## config.mk

```make
export PLATFORM = sky130hd
export DESIGN_NAME = umis_top
export DESIGN_NICKNAME = d
export VERILOG_FILES = /design/src/umis_pkg.sv /design/src/umis_top.sv /design/src/umis_rx_filter.sv
export SDC_FILE = /design/constraint.sdc
export NUM_CORES = 1
export LEC_CHECK = 0
export ABC_AREA = 1
export BUFFER_PORTS_ARGS = -buffer_cell sky130_fd_sc_hd__buf_2
export CAP_MARGIN = 15
export CORE_MARGIN = 8
export CORE_UTILIZATION = 49
export CTS_CLUSTER_DIAMETER = 50
export DETAILED_ROUTE_END_ITERATION = 12
export PLACE_DENSITY = 0.73
export RECOVER_POWER = 100
export SLEW_MARGIN = 10
export SYNTH_ARGS = -nofsm -noshare
export SYNTH_HDL_FRONTEND = slang
export SYNTH_SLANG_ARGS = --single-unit
```

## constraint.sdc

```tcl
create_clock -name pclk -period 4.37 [get_ports pclk]
set_input_delay 0.874 -clock pclk [delete_from_list [all_inputs] [get_ports pclk]]
set_output_delay 0.874 -clock pclk [all_outputs]
set_load 0.01 [all_outputs]
```

## src/umis_pkg.sv

```systemverilog
// Constants for the transceiver's mode, event and status logic.
// Assumes a 32-bit APB slave at byte addresses and a single 50 MHz peripheral clock.
// Function
// - Loop field picks normal, echo, local, remote
// - Bit order select: zero LSB first
// - Nine-bit select overrides character length field
// - Drive clock pin unless external clock chosen
// - Nack inhibit suppresses every non-acknowledge
// - Limit off: nack on each parity error
// - Limit on: count, stop nacking, flag
// - Repeat limit field bounds T=0 repetitions
// - Infrared filter: two-of-three vote, sixteenth bit
// - Enable register holds eighteen event bits
// - Disable register mirrors enable bit positions
// - Read-only mask shows enabled events
// - Rx available until holding read/disable
// - Characters during disable raise flag on enable
// - Tx free low: waiting, break, disabled
// - Tx free rises at enable if empty
// - Modem changes flagged, cleared by status read
package umis_pkg;
    // --------------------------------------------------------------
    // Register byte offsets
    // --------------------------------------------------------------
    localparam logic [7:0] OFS_CONTROL = 8'h00;
    localparam logic [7:0] OFS_MODE = 8'h04;
    localparam logic [7:0] OFS_INT_ENABLE = 8'h08;
    localparam logic [7:0] OFS_INT_DISABLE = 8'h0C;
    localparam logic [7:0] OFS_INT_MASK = 8'h10;
    localparam logic [7:0] OFS_STATUS = 8'h14;
    localparam logic [7:0] OFS_RX_HOLD = 8'h18;
    localparam logic [7:0] OFS_TX_HOLD = 8'h1C;
    // --------------------------------------------------------------
    // Control register command bits
    // --------------------------------------------------------------
    localparam int CTL_RX_RESET = 2;
    localparam int CTL_TX_RESET = 3;
    localparam int CTL_RX_ON = 4;
    localparam int CTL_RX_OFF = 5;
    localparam int CTL_TX_ON = 6;
    localparam int CTL_TX_OFF = 7;
    localparam int CTL_STATUS_RESET = 8;
    localparam int CTL_BREAK_START = 9;
    localparam int CTL_TIMEOUT_START = 11;
    localparam int CTL_ITER_RESET = 13;
    localparam int CTL_NACK_RESET = 14;
    // --------------------------------------------------------------
    // Mode register fields
    // --------------------------------------------------------------
    localparam int MD_CLK_SRC_LSB = 4;
    localparam int MD_CHAR_LEN_LSB = 6;
    localparam int MD_LOOP_LSB = 14;
    localparam int MD_BIT_ORDER = 16;
    localparam int MD_NINE_BIT = 17;
    localparam int MD_CLK_DRIVE = 18;
    localparam int MD_NACK_INHIBIT = 20;
    localparam int MD_NACK_LIMIT = 21;
    localparam int MD_MAX_ITER_LSB = 24;
    localparam int MD_FILTER = 28;
    localparam logic [31:0] MODE_WRITE_MASK = 32'h173FFFFF;
    localparam logic [31:0] MODE_RESET = 32'h00000000;
    localparam logic [1:0] CLK_SRC_EXTERNAL = 2'h3;
    localparam logic [3:0] BITS_BASE = 4'h5;
    localparam logic [3:0] BITS_NINE = 4'h9;
    // --------------------------------------------------------------
    // Event bit positions, shared by status, enable, disable and mask
    // --------------------------------------------------------------
    localparam int EV_RX_AVAIL = 0;
    localparam int EV_TX_FREE = 1;
    localparam int EV_BREAK = 2;
    localparam int EV_RX_END = 3;
    localparam int EV_TX_END = 4;
    localparam int EV_OVERRUN = 5;
    localparam int EV_FRAMING = 6;
    localparam int EV_PARITY = 7;
    localparam int EV_TIMEOUT = 8;
    localparam int EV_TX_EMPTY = 9;
    localparam int EV_ITER = 10;
    localparam int EV_TXBUF_EMPTY = 11;
    localparam int EV_RXBUF_FULL = 12;
    localparam int EV_NACK = 13;
    localparam int EV_MODEM_LSB = 16;
    localparam int LVL_MODEM_LSB = 20;
    localparam logic [31:0] EVENT_BITS = 32'h000F3FFF;
    localparam logic [31:0] MASK_RESET = 32'h00000000;
    // Channel loop modes
    typedef enum logic [1:0] {
        UMIS_NORMAL = 2'h0,
        UMIS_ECHO = 2'h1,
        UMIS_LOCAL = 2'h2,
        UMIS_REMOTE = 2'h3
    } umis_loop_t;
endpackage

```

## src/umis_top.sv

```systemverilog
// Mode options, event flags, interrupt masking and status of the transceiver.
// Assumes the framing core runs on pclk and reports events as one-cycle pulses.
`timescale 1ns/1ps
module umis_top (
    // Clock and reset
    input wire logic pclk,
    input wire logic presetn,
    // APB slave
    input wire logic psel,
    input wire logic penable,
    input wire logic pwrite,
    input wire logic [7:0] paddr,
    input wire logic [31:0] pwdata,
    output logic [31:0] prdata,
    output logic pready,
    output logic pslverr,
    // Serial pins
    input wire logic rxd_pin,
    output logic txd_pin,
    output logic sck_out,
    output logic sck_oe,
    input wire logic ri_pin,
    input wire logic dsr_pin,
    input wire logic dcd_pin,
    input wire logic cts_pin,
    // Core line, clock and receive side
    input wire logic core_txd,
    input wire logic core_sck,
    input wire logic sample_tick,
    output logic core_rxd,
    input wire logic rx_char_done,
    input wire logic [8:0] rx_char_data,
    input wire logic parity_evt,
    input wire logic framing_evt,
    input wire logic overrun_evt,
    input wire logic break_evt,
    input wire logic timeout_evt,
    input wire logic nack_evt,
    // Core transmit side
    input wire logic thr_taken,
    input wire logic break_started,
    input wire logic tx_shift_idle,
    output logic thr_valid,
    output logic [8:0] tx_char,
    output logic break_pending,
    output logic nack_req,
    // Framing options for the core
    output logic msb_first,
    output logic [3:0] char_bits,
    output logic rx_enabled,
    output logic tx_enabled,
    // Transfer engine levels
    input wire logic rx_xfer_end,
    input wire logic tx_xfer_end,
    input wire logic tx_buf_empty,
    input wire logic rx_buf_full,
    // Interrupt
    output logic irq
);
    import umis_pkg::*;

    // --------------------------------------------------------------
    // Synchronisers for pin inputs
    // --------------------------------------------------------------
    logic [4:0] pin_meta_q;
    logic [4:0] pin_sync_q;
    logic [3:0] modem_prev_q;
    logic rx_line;
    logic rx_filt;

    always_ff @(posedge pclk or negedge presetn) begin
        if (!presetn) begin
            pin_meta_q <= 5'h1F;
            pin_sync_q <= 5'h1F;
        end else begin
            pin_meta_q <= {cts_pin, dcd_pin, dsr_pin, ri_pin, rxd_pin};
            pin_sync_q <= pin_meta_q;
        end
    end

    assign rx_line = pin_sync_q[0];

    // --------------------------------------------------------------
    // Register storage
    // --------------------------------------------------------------
    logic [31:0] mode_q;
    logic [31:0] mask_q;
    logic [31:0] status;
    logic rx_en_q;
    logic tx_en_q;
    logic rx_pend_q;
    logic rx_avail_q;
    logic [8:0] rhr_q;
    logic thr_full_q;
    logic [8:0] thr_q;
    logic brk_pend_q;
    logic [13:0] sticky_q;
    logic [3:0] modem_chg_q;
    logic [2:0] iter_cnt_q;
    logic nack_q;
    logic [1:0] loop_mode;
    logic [2:0] max_iter;

    assign loop_mode = mode_q[MD_LOOP_LSB +: 2];
    assign max_iter = mode_q[MD_MAX_ITER_LSB +: 3];

    umis_rx_filter u_filter (
        .pclk(pclk),
        .presetn(presetn),
        .filter_on(mode_q[MD_FILTER]),
        .sample_tick(sample_tick),
        .line_in(rx_line),
        .line_out(rx_filt)
    );

    // --------------------------------------------------------------
    // APB access
    // --------------------------------------------------------------
    logic ready_q;
    logic err_q;
    logic [31:0] rdata_q;
    logic setup;
    logic done;
    logic wr_done;
    logic rd_done;
    logic [31:0] rd_mux;
    logic rd_err;

    assign setup = psel & ~penable & ~ready_q;
    assign done = psel & penable & ready_q;
    assign wr_done = done & pwrite & ~err_q;
    assign rd_done = done & ~pwrite & ~err_q;

    function automatic logic wr_to(input logic [7:0] ofs);
        wr_to = wr_done && (paddr == ofs);
    endfunction

    function automatic logic rd_of(input logic [7:0] ofs);
        rd_of = rd_done && (paddr == ofs);
    endfunction

    always_comb begin
        rd_mux = 32'h00000000;
        rd_err = 1'b0;
        unique case (paddr)
            OFS_CONTROL, OFS_INT_ENABLE, OFS_INT_DISABLE, OFS_TX_HOLD: rd_err = ~pwrite;
            OFS_MODE: rd_mux = mode_q;
            OFS_INT_MASK: rd_mux = mask_q;
            OFS_STATUS: rd_mux = status;
            OFS_RX_HOLD: begin
                rd_mux = {23'h000000, rhr_q};
                rd_err = pwrite;
            end
            default: rd_err = 1'b1;
        endcase
        if (pwrite && (paddr == OFS_INT_MASK || paddr == OFS_STATUS)) begin
            rd_err = 1'b1;
        end
    end

    // Answer one cycle after setup: the access phase ends on its first edge
    always_ff @(posedge pclk or negedge presetn) begin
        if (!presetn) begin
            ready_q <= 1'b0;
            err_q <= 1'b0;
            rdata_q <= 32'h00000000;
        end else if (setup) begin
            ready_q <= 1'b1;
            err_q <= rd_err;
            rdata_q <= pwrite ? 32'h00000000 : rd_mux;
        end else if (done) begin
            ready_q <= 1'b0;
            err_q <= 1'b0;
            rdata_q <= 32'h00000000;
        end
    end

    // --------------------------------------------------------------
    // Mode, control and mask
    // --------------------------------------------------------------
    logic [31:0] ctl;

    assign ctl = wr_to(OFS_CONTROL) ? pwdata : 32'h00000000;

    always_ff @(posedge pclk or negedge presetn) begin
        if (!presetn) begin
            mode_q <= MODE_RESET;
        end else if (wr_to(OFS_MODE)) begin
            mode_q <= pwdata & MODE_WRITE_MASK;
        end
    end

    always_ff @(posedge pclk or negedge presetn) begin
        if (!presetn) begin
            mask_q <= MASK_RESET;
        end else begin
            mask_q <= (mask_q
                | (wr_to(OFS_INT_ENABLE) ? (pwdata & EVENT_BITS) : 32'h00000000))
                & ~(wr_to(OFS_INT_DISABLE) ? (pwdata & EVENT_BITS) : 32'h00000000);
        end
    end

    // Disable beats enable when both are written together
    always_ff @(posedge pclk or negedge presetn) begin
        if (!presetn) begin
            rx_en_q <= 1'b0;
            tx_en_q <= 1'b0;
        end else begin
            rx_en_q <= ~ctl[CTL_RX_OFF] & (rx_en_q | ctl[CTL_RX_ON]);
            tx_en_q <= ~ctl[CTL_TX_OFF] & (tx_en_q | ctl[CTL_TX_ON]);
        end
    end

    // --------------------------------------------------------------
    // Receive holding and character available
    // --------------------------------------------------------------
    always_ff @(posedge pclk or negedge presetn) begin
        if (!presetn) begin
            rhr_q <= 9'h000;
        end else if (rx_char_done) begin
            rhr_q <= rx_char_data;
        end
    end

    // A character that lands while disabled is held back until enable
    always_ff @(posedge pclk or negedge presetn) begin
        if (!presetn) begin
            rx_pend_q <= 1'b0;
            rx_avail_q <= 1'b0;
        end else begin
            if (ctl[CTL_RX_RESET]) begin
                rx_pend_q <= 1'b0;
            end else if (rx_char_done && !rx_en_q) begin
                rx_pend_q <= 1'b1;
            end else if (rx_en_q) begin
                rx_pend_q <= 1'b0;
            end
            if (ctl[CTL_RX_RESET] || !rx_en_q) begin
                rx_avail_q <= 1'b0;
            end else if (rx_char_done || rx_pend_q) begin
                rx_avail_q <= 1'b1;
            end else if (rd_of(OFS_RX_HOLD)) begin
                rx_avail_q <= 1'b0;
            end
        end
    end

    // --------------------------------------------------------------
    // Transmit holding and break request
    // --------------------------------------------------------------
    always_ff @(posedge pclk or negedge presetn) begin
        if (!presetn) begin
            thr_full_q <= 1'b0;
            thr_q <= 9'h000;
        end else begin
            if (wr_to(OFS_TX_HOLD)) begin
                thr_full_q <= 1'b1;
                thr_q <= pwdata[8:0];
            end else if (ctl[CTL_TX_RESET] || thr_taken) begin
                thr_full_q <= 1'b0;
            end
        end
    end

    always_ff @(posedge pclk or negedge presetn) begin
        if (!presetn) begin
            brk_pend_q <= 1'b0;
        end else if (ctl[CTL_BREAK_START] && tx_en_q) begin
            brk_pend_q <= 1'b1;
        end else if (ctl[CTL_TX_RESET] || break_started) begin
            brk_pend_q <= 1'b0;
        end
    end

    // --------------------------------------------------------------
    // Smart-card non-acknowledge and repetition count
    // --------------------------------------------------------------
    logic nack_go;
    logic iter_hit;

    always_comb begin
        nack_go = 1'b0;
        iter_hit = 1'b0;
        if (parity_evt && !mode_q[MD_NACK_INHIBIT]) begin
            if (!mode_q[MD_NACK_LIMIT]) begin
                nack_go = 1'b1;
            end else if (iter_cnt_q < max_iter) begin
                nack_go = 1'b1;
            end else begin
                iter_hit = 1'b1;
            end
        end
    end

    // Count restarts on a clean character, so only successive errors add up
    always_ff @(posedge pclk or negedge presetn) begin
        if (!presetn) begin
            iter_cnt_q <= 3'h0;
            nack_q <= 1'b0;
        end else begin
            nack_q <= nack_go;
            if (!mode_q[MD_NACK_LIMIT] || ctl[CTL_ITER_RESET]) begin
                iter_cnt_q <= 3'h0;
            end else if (nack_go) begin
                iter_cnt_q <= iter_cnt_q + 3'h1;
            end else if (rx_char_done && !parity_evt) begin
                iter_cnt_q <= 3'h0;
            end
        end
    end

    // --------------------------------------------------------------
    // Sticky event flags: a new event wins over its clear
    // --------------------------------------------------------------
    logic [13:0] st_set;
    logic [13:0] st_clr;

    always_comb begin
        st_set = 14'h0000;
        st_clr = 14'h0000;
        st_set[EV_BREAK] = break_evt;
        st_set[EV_OVERRUN] = overrun_evt;
        st_set[EV_FRAMING] = framing_evt;
        st_set[EV_PARITY] = parity_evt;
        st_set[EV_TIMEOUT] = timeout_evt;
        st_set[EV_ITER] = iter_hit;
        st_set[EV_NACK] = nack_evt;
        st_clr[EV_BREAK] = ctl[CTL_STATUS_RESET];
        st_clr[EV_OVERRUN] = ctl[CTL_STATUS_RESET];
        st_clr[EV_FRAMING] = ctl[CTL_STATUS_RESET];
        st_clr[EV_PARITY] = ctl[CTL_STATUS_RESET];
        st_clr[EV_TIMEOUT] = ctl[CTL_TIMEOUT_START];
        st_clr[EV_ITER] = ctl[CTL_ITER_RESET];
        st_clr[EV_NACK] = ctl[CTL_NACK_RESET];
    end

    always_ff @(posedge pclk or negedge presetn) begin
        if (!presetn) begin
            sticky_q <= 14'h0000;
        end else begin
            sticky_q <= (sticky_q & ~st_clr) | st_set;
        end
    end

    // Only flags that the status read returned are cleared by it
    always_ff @(posedge pclk or negedge presetn) begin
        if (!presetn) begin
            modem_prev_q <= 4'hF;
            modem_chg_q <= 4'h0;
        end else begin
            modem_prev_q <= pin_sync_q[4:1];
            modem_chg_q <= (modem_chg_q
                & ~(rd_of(OFS_STATUS) ? rdata_q[EV_MODEM_LSB +: 4] : 4'h0))
                | (modem_prev_q ^ pin_sync_q[4:1]);
        end
    end

    // --------------------------------------------------------------
    // Status word and interrupt
    // --------------------------------------------------------------
    always_comb begin
        status = 32'h00000000;
        status[13:0] = sticky_q;
        status[EV_RX_AVAIL] = rx_avail_q;
        status[EV_TX_FREE] = tx_en_q & ~thr_full_q & ~brk_pend_q;
        status[EV_RX_END] = rx_xfer_end;
        status[EV_TX_END] = tx_xfer_end;
        status[EV_TX_EMPTY] = tx_en_q & ~thr_full_q & tx_shift_idle;
        status[EV_TXBUF_EMPTY] = tx_buf_empty;
        status[EV_RXBUF_FULL] = rx_buf_full;
        status[EV_MODEM_LSB +: 4] = modem_chg_q;
        status[LVL_MODEM_LSB +: 4] = pin_sync_q[4:1];
    end

    always_ff @(posedge pclk or negedge presetn) begin
        if (!presetn) begin
            irq <= 1'b0;
        end else begin
            irq <= |(status & mask_q);
        end
    end

    // --------------------------------------------------------------
    // Channel routing and clock pin
    // --------------------------------------------------------------
    // Registered routing costs a cycle of pin delay but keeps outputs clean
    always_ff @(posedge pclk or negedge presetn) begin
        if (!presetn) begin
            txd_pin <= 1'b1;
            core_rxd <= 1'b1;
        end else begin
            unique case (umis_loop_t'(loop_mode))
                UMIS_NORMAL: txd_pin <= core_txd;
                UMIS_ECHO: txd_pin <= rx_filt;
                UMIS_LOCAL: txd_pin <= 1'b1;
                UMIS_REMOTE: txd_pin <= rx_line;
            endcase
            unique case (umis_loop_t'(loop_mode))
                UMIS_NORMAL, UMIS_ECHO: core_rxd <= rx_filt;
                UMIS_LOCAL: core_rxd <= core_txd;
                UMIS_REMOTE: core_rxd <= 1'b1;
            endcase
        end
    end

    always_ff @(posedge pclk or negedge presetn) begin
        if (!presetn) begin
            sck_out <= 1'b0;
            sck_oe <= 1'b0;
            msb_first <= 1'b0;
            char_bits <= BITS_BASE;
        end else begin
            sck_out <= core_sck;
            sck_oe <= mode_q[MD_CLK_DRIVE]
                & (mode_q[MD_CLK_SRC_LSB +: 2] != CLK_SRC_EXTERNAL);
            msb_first <= mode_q[MD_BIT_ORDER];
            char_bits <= mode_q[MD_NINE_BIT] ? BITS_NINE
                : BITS_BASE + {2'h0, mode_q[MD_CHAR_LEN_LSB +: 2]};
        end
    end

    // --------------------------------------------------------------
    // Outputs
    // --------------------------------------------------------------
    assign prdata = rdata_q;
    assign pready = ready_q;
    assign pslverr = err_q;
    assign thr_valid = thr_full_q;
    assign tx_char = thr_q;
    assign break_pending = brk_pend_q;
    assign nack_req = nack_q;
    assign rx_enabled = rx_en_q;
    assign tx_enabled = tx_en_q;
endmodule

```

## src/umis_rx_filter.sv

```systemverilog
// Two-of-three majority filter on the receive line.
// Assumes the line is already synchronised and sample_tick pulses at 1/16 bit.
`timescale 1ns/1ps
module umis_rx_filter (
    // Clock and reset
    input wire logic pclk,
    input wire logic presetn,
    // Control
    input wire logic filter_on,
    input wire logic sample_tick,
    // Line
    input wire logic line_in,
    output logic line_out
);
    logic [2:0] samp_q;
    logic vote_q;

    // Idle line is high, so the history starts high
    always_ff @(posedge pclk or negedge presetn) begin
        if (!presetn) begin
            samp_q <= 3'h7;
        end else if (sample_tick) begin
            samp_q <= {samp_q[1:0], line_in};
        end
    end

    always_ff @(posedge pclk or negedge presetn) begin
        if (!presetn) begin
            vote_q <= 1'b1;
        end else begin
            vote_q <= (samp_q[0] & samp_q[1]) | (samp_q[1] & samp_q[2])
                | (samp_q[0] & samp_q[2]);
        end
    end

    assign line_out = filter_on ? vote_q : line_in;
endmodule

```

==> results.md <==
- Status: complete, but fails checks
- Failing checks: capacitance limit, slew limit
- Post-DP HPWL: 11900 µm
- Cell Area, Synth: 0.00616 mm²
- Crit start category: input pin
- Most common cell after layout, fill and taps aside: nand2_1
- Highest routed layer: met5
- Highest clock rate: 0.307 GHz
- Final wirelength: 16600 µm
- Pwr/cell area: 408 mW/mm²
- Post-route ant nets: 0
- Critical Path Most Common Cell: nand2_1
- CP Capture Type: flop
- Antenna violations before repair: 1
- Rows: 41
- Via density: 5.13
- Largest net degree at the start of global routing: 127
- Fillcell total: 1131
- Clock transition at path regs: 0.06 ns
- Slowest stage cell, crit path: nand2_1
- Max VDD drop: 0.251 mV
- Primary FF master, synth: dfrtp_1
- Unique masters post-synth: 40
- Clock buffer count from CTS: 17
- CTS tree: yes
- Buffer count from post-CTS setup fixing: 0
- Placed instance count: 958
- Crit Path Category: input pin to flop
- Met3 Wirelength: 1020 µm
- Area Growth Syn to Fin: 20.0%
- Vias in the first global route: 5068
- Crit path required time: 4.68 ns
- Final Hold Fails: 0
- Rel. slew slack: -23.9%
- Largest family of logic cells by synthesized area: simple AND/OR/NAND/NOR gates
- Synth warn: 0
- Clock tree buffer depth: 2
- Clock Sinks: 141
- Mux share of post-synthesis cell area: 1.40%
- Worst skew pair latency: 0.43 ns
- Final setup vio count: 0
- Die area: 0.0164 mm²
- WL met2: 7810 µm
- Routed wire per std cell: 16.7 µm
- Part of the cycle the worst path needs: 74.5%
- Setup TNS: 0 ns
- DRC viols: 0
- Critical Path Fanout Max: 45
- Crit path arrival time: 3.56 ns
- First drt pass iteration count: 5
- # hold bufs at CTS: 0
- Post-CTS resize count: 0
- Max-capacitance violation count: 3
- Pleak: 3.68 nW
- Seq/Total Area, Yosys: 57.7%
- Core Area: 0.0125 mm²
- Simple-gate share of the synthesized area: 20.8%
- Metal-1 WL: 7390 µm
- Crit path max-delay family: simple AND/OR/NAND/NOR gates
- Final min period: 3.25 ns
- First-pass GRT wire length: 26500 µm
- Tightest Hold Check Type: flop to flop
- Share of layout cells above drive strength 1: 16.6%
- CP Buf/Inv Count: 3
- Most frequent cells in the layout: 245 x nand2_1, 119 x dfrtp_1, 73 x inv_1
- IO Pins: 134
- Gr usage total: 21.2%
- Worst slew pin tran: 1.86 ns
- Worst-path cell chain: buf_2 > nor2_2 > nand2_1 > inv_1 > nand2_2 > inv_2 > nand2_1 > mux2_1
- Initial Util: 49.4%
- Max incr delay on CP: 1.00 ns
- Iter 0 DRT Violations: 479
- Fin cells: 991
- H-Tree Depth: 4
- EDFF count, synth: 0
- Total congestion overflow: 0
- Vias: 5082
- Diode count: 0
- Seq cells post-synth: 141
- Final worst clock skew: 0.00568 ns
- Die Ht: 128 µm
- Synth async-reset ratio: 100%
- Max Slew Vio Count: 102
- Final nets: 886
- RSZ-0062 raised after global routing: false
- Compound-Gate Fraction of Synth Area: 11.5%
- Post-Synth Adder-Cell Area: 0.813%
- Die W: 128 µm
- Syn Inst Count: 679
- GPL Wtd Cong: 0.881
- Root Buffer Master: clkbuf_16
- Syn Area/Cell: 9.07 µm²
- PortBufs: 123
- Synth Area in XOR/XNOR: 0.711%
## kinds of logic (layout without fill, tap and decap cells)
kind of cell	count (synthesis)	after routing
other	1	4
XOR/XNOR	5	5
adder cells (fa/ha/maj)	4	4
multiplexers	7	7
flip-flops	141	141
AND/OR/NAND/NOR	311	311
buffers and inverters	99	236
AO/OA/AOI/OAI	111	111
## final cells by class
cell class                      count  area (µm²)  share of cell area (%)
Clock buffer                       23         498                    6.73
Timing Repair Buffer              125         571                    7.72
Inverter                           79         297                    4.01
Clock inverter                      9         109                    1.47
Tap cell                          172         215                    2.91
Multi-Input combinational cell    442        2150                    29.1
Sequential cell                   141        3560                    48.1
## cell usage after synthesis (2+ instances only)
| library cell | n | area share [%] |
|---|---|---|
| nor3_1 | 4 | 0.33 |
| o21bai_1 | 3 | 0.37 |
| o211ai_1 | 8 | 0.98 |
| o31ai_1 | 2 | 0.24 |
| a22oi_1 | 10 | 1.2 |
| buf_2 | 4 | 0.33 |
| buf_6 | 3 | 0.55 |
| nor2_1 | 31 | 1.9 |
| buf_4 | 8 | 0.98 |
| mux2_2 | 5 | 0.91 |
| nand3_1 | 8 | 0.65 |
| nand2_1 | 242 | 15 |
| inv_2 | 4 | 0.24 |
| clkbuf_1 | 5 | 0.30 |
| inv_1 | 73 | 4.4 |
| o21ai_0 | 53 | 4.3 |
| nand4_1 | 12 | 1.2 |
| dfrtp_1 | 119 | 48 |
| nor3_4 | 2 | 0.53 |
| nor2_2 | 4 | 0.41 |
| a221oi_1 | 2 | 0.28 |
| dfstp_2 | 22 | 9.4 |
| xnor2_1 | 4 | 0.57 |
| nand2_2 | 3 | 0.30 |
| a32o_1 | 2 | 0.33 |
| a22oi_2 | 10 | 2.0 |
| clkinv_1 | 2 | 0.12 |
| ha_1 | 4 | 0.81 |
| a21oi_1 | 18 | 1.5 |
| mux2_4 | 2 | 0.49 |
## through the flow
stage	total power, mW	worst slack, ns	area (µm²)	util, %	hold slack [ns]
floorplan	1.48	2.38	6170	-	0.345
global placement	1.58	1.44	6880	55.2	0.345
detailed placement	1.59	1.41	6880	55.2	0.347
CTS	3.04	1.85	7490	60.1	0.355
global route	3.12	0.855	7390	59.3	0.367
finish	3.02	1.12	7390	59.3	0.359
## report_power, final
part,internal [mW],switching (mW)
combinational,0.0557,0.126
sequential,1.35,0.0276
clock,0.913,0.545
total,2.32,0.699
## flip-flops by register name, indices dropped and copies added (netlist names), 4 cells and up
register	count
rhr_q	9
char_bits	4
modem_prev_q	4
mask_q	18
pin_sync_q	5
sticky_q	7
mode_q	26
pin_meta_q	5
modem_chg_q	4
tx_char	9
prdata	28
## final timing paths
check / start / endpoint / slack [ns] / cells after the start
max: paddr[7] / mode_q[19]$_DFFE_PN0P_ / 1.12 / 8
min: pin_meta_q[3]$_DFF_PN1_ / pin_sync_q[3]$_DFF_PN1_ / 0.36 / 0
max reg2reg: pready$_DFFE_PN0P_ / mode_q[19]$_DFFE_PN0P_ / 1.85 / 4
min reg2reg: pin_meta_q[3]$_DFF_PN1_ / pin_sync_q[3]$_DFF_PN1_ / 0.36 / 0
max in group asynchronous: presetn / char_bits[3]$_DFF_PN0_ / 1.45 / 3
min in group asynchronous: presetn / sck_oe$_DFF_PN0_ / 0.94 / 1
## worst reg2reg max path: stages, from the launching register on
cell     delay [ns]
dfrtp_1        0.39
nand3_2        0.13
nor3_4         0.25
nand2_1        0.95
mux2_1         0.68
## routing by layer
| layer | vias to the layer above | global-route usage, % |
|---|---|---|
| met4 | 2 | 8.60 |
| met1 | 2456 | 28.0 |
| met5 | - | 0 |
| met3 | 37 | 5.41 |
| li1 | 2422 | - |
| met2 | 165 | 32.6 |
(Power assumes the default switching activity.)
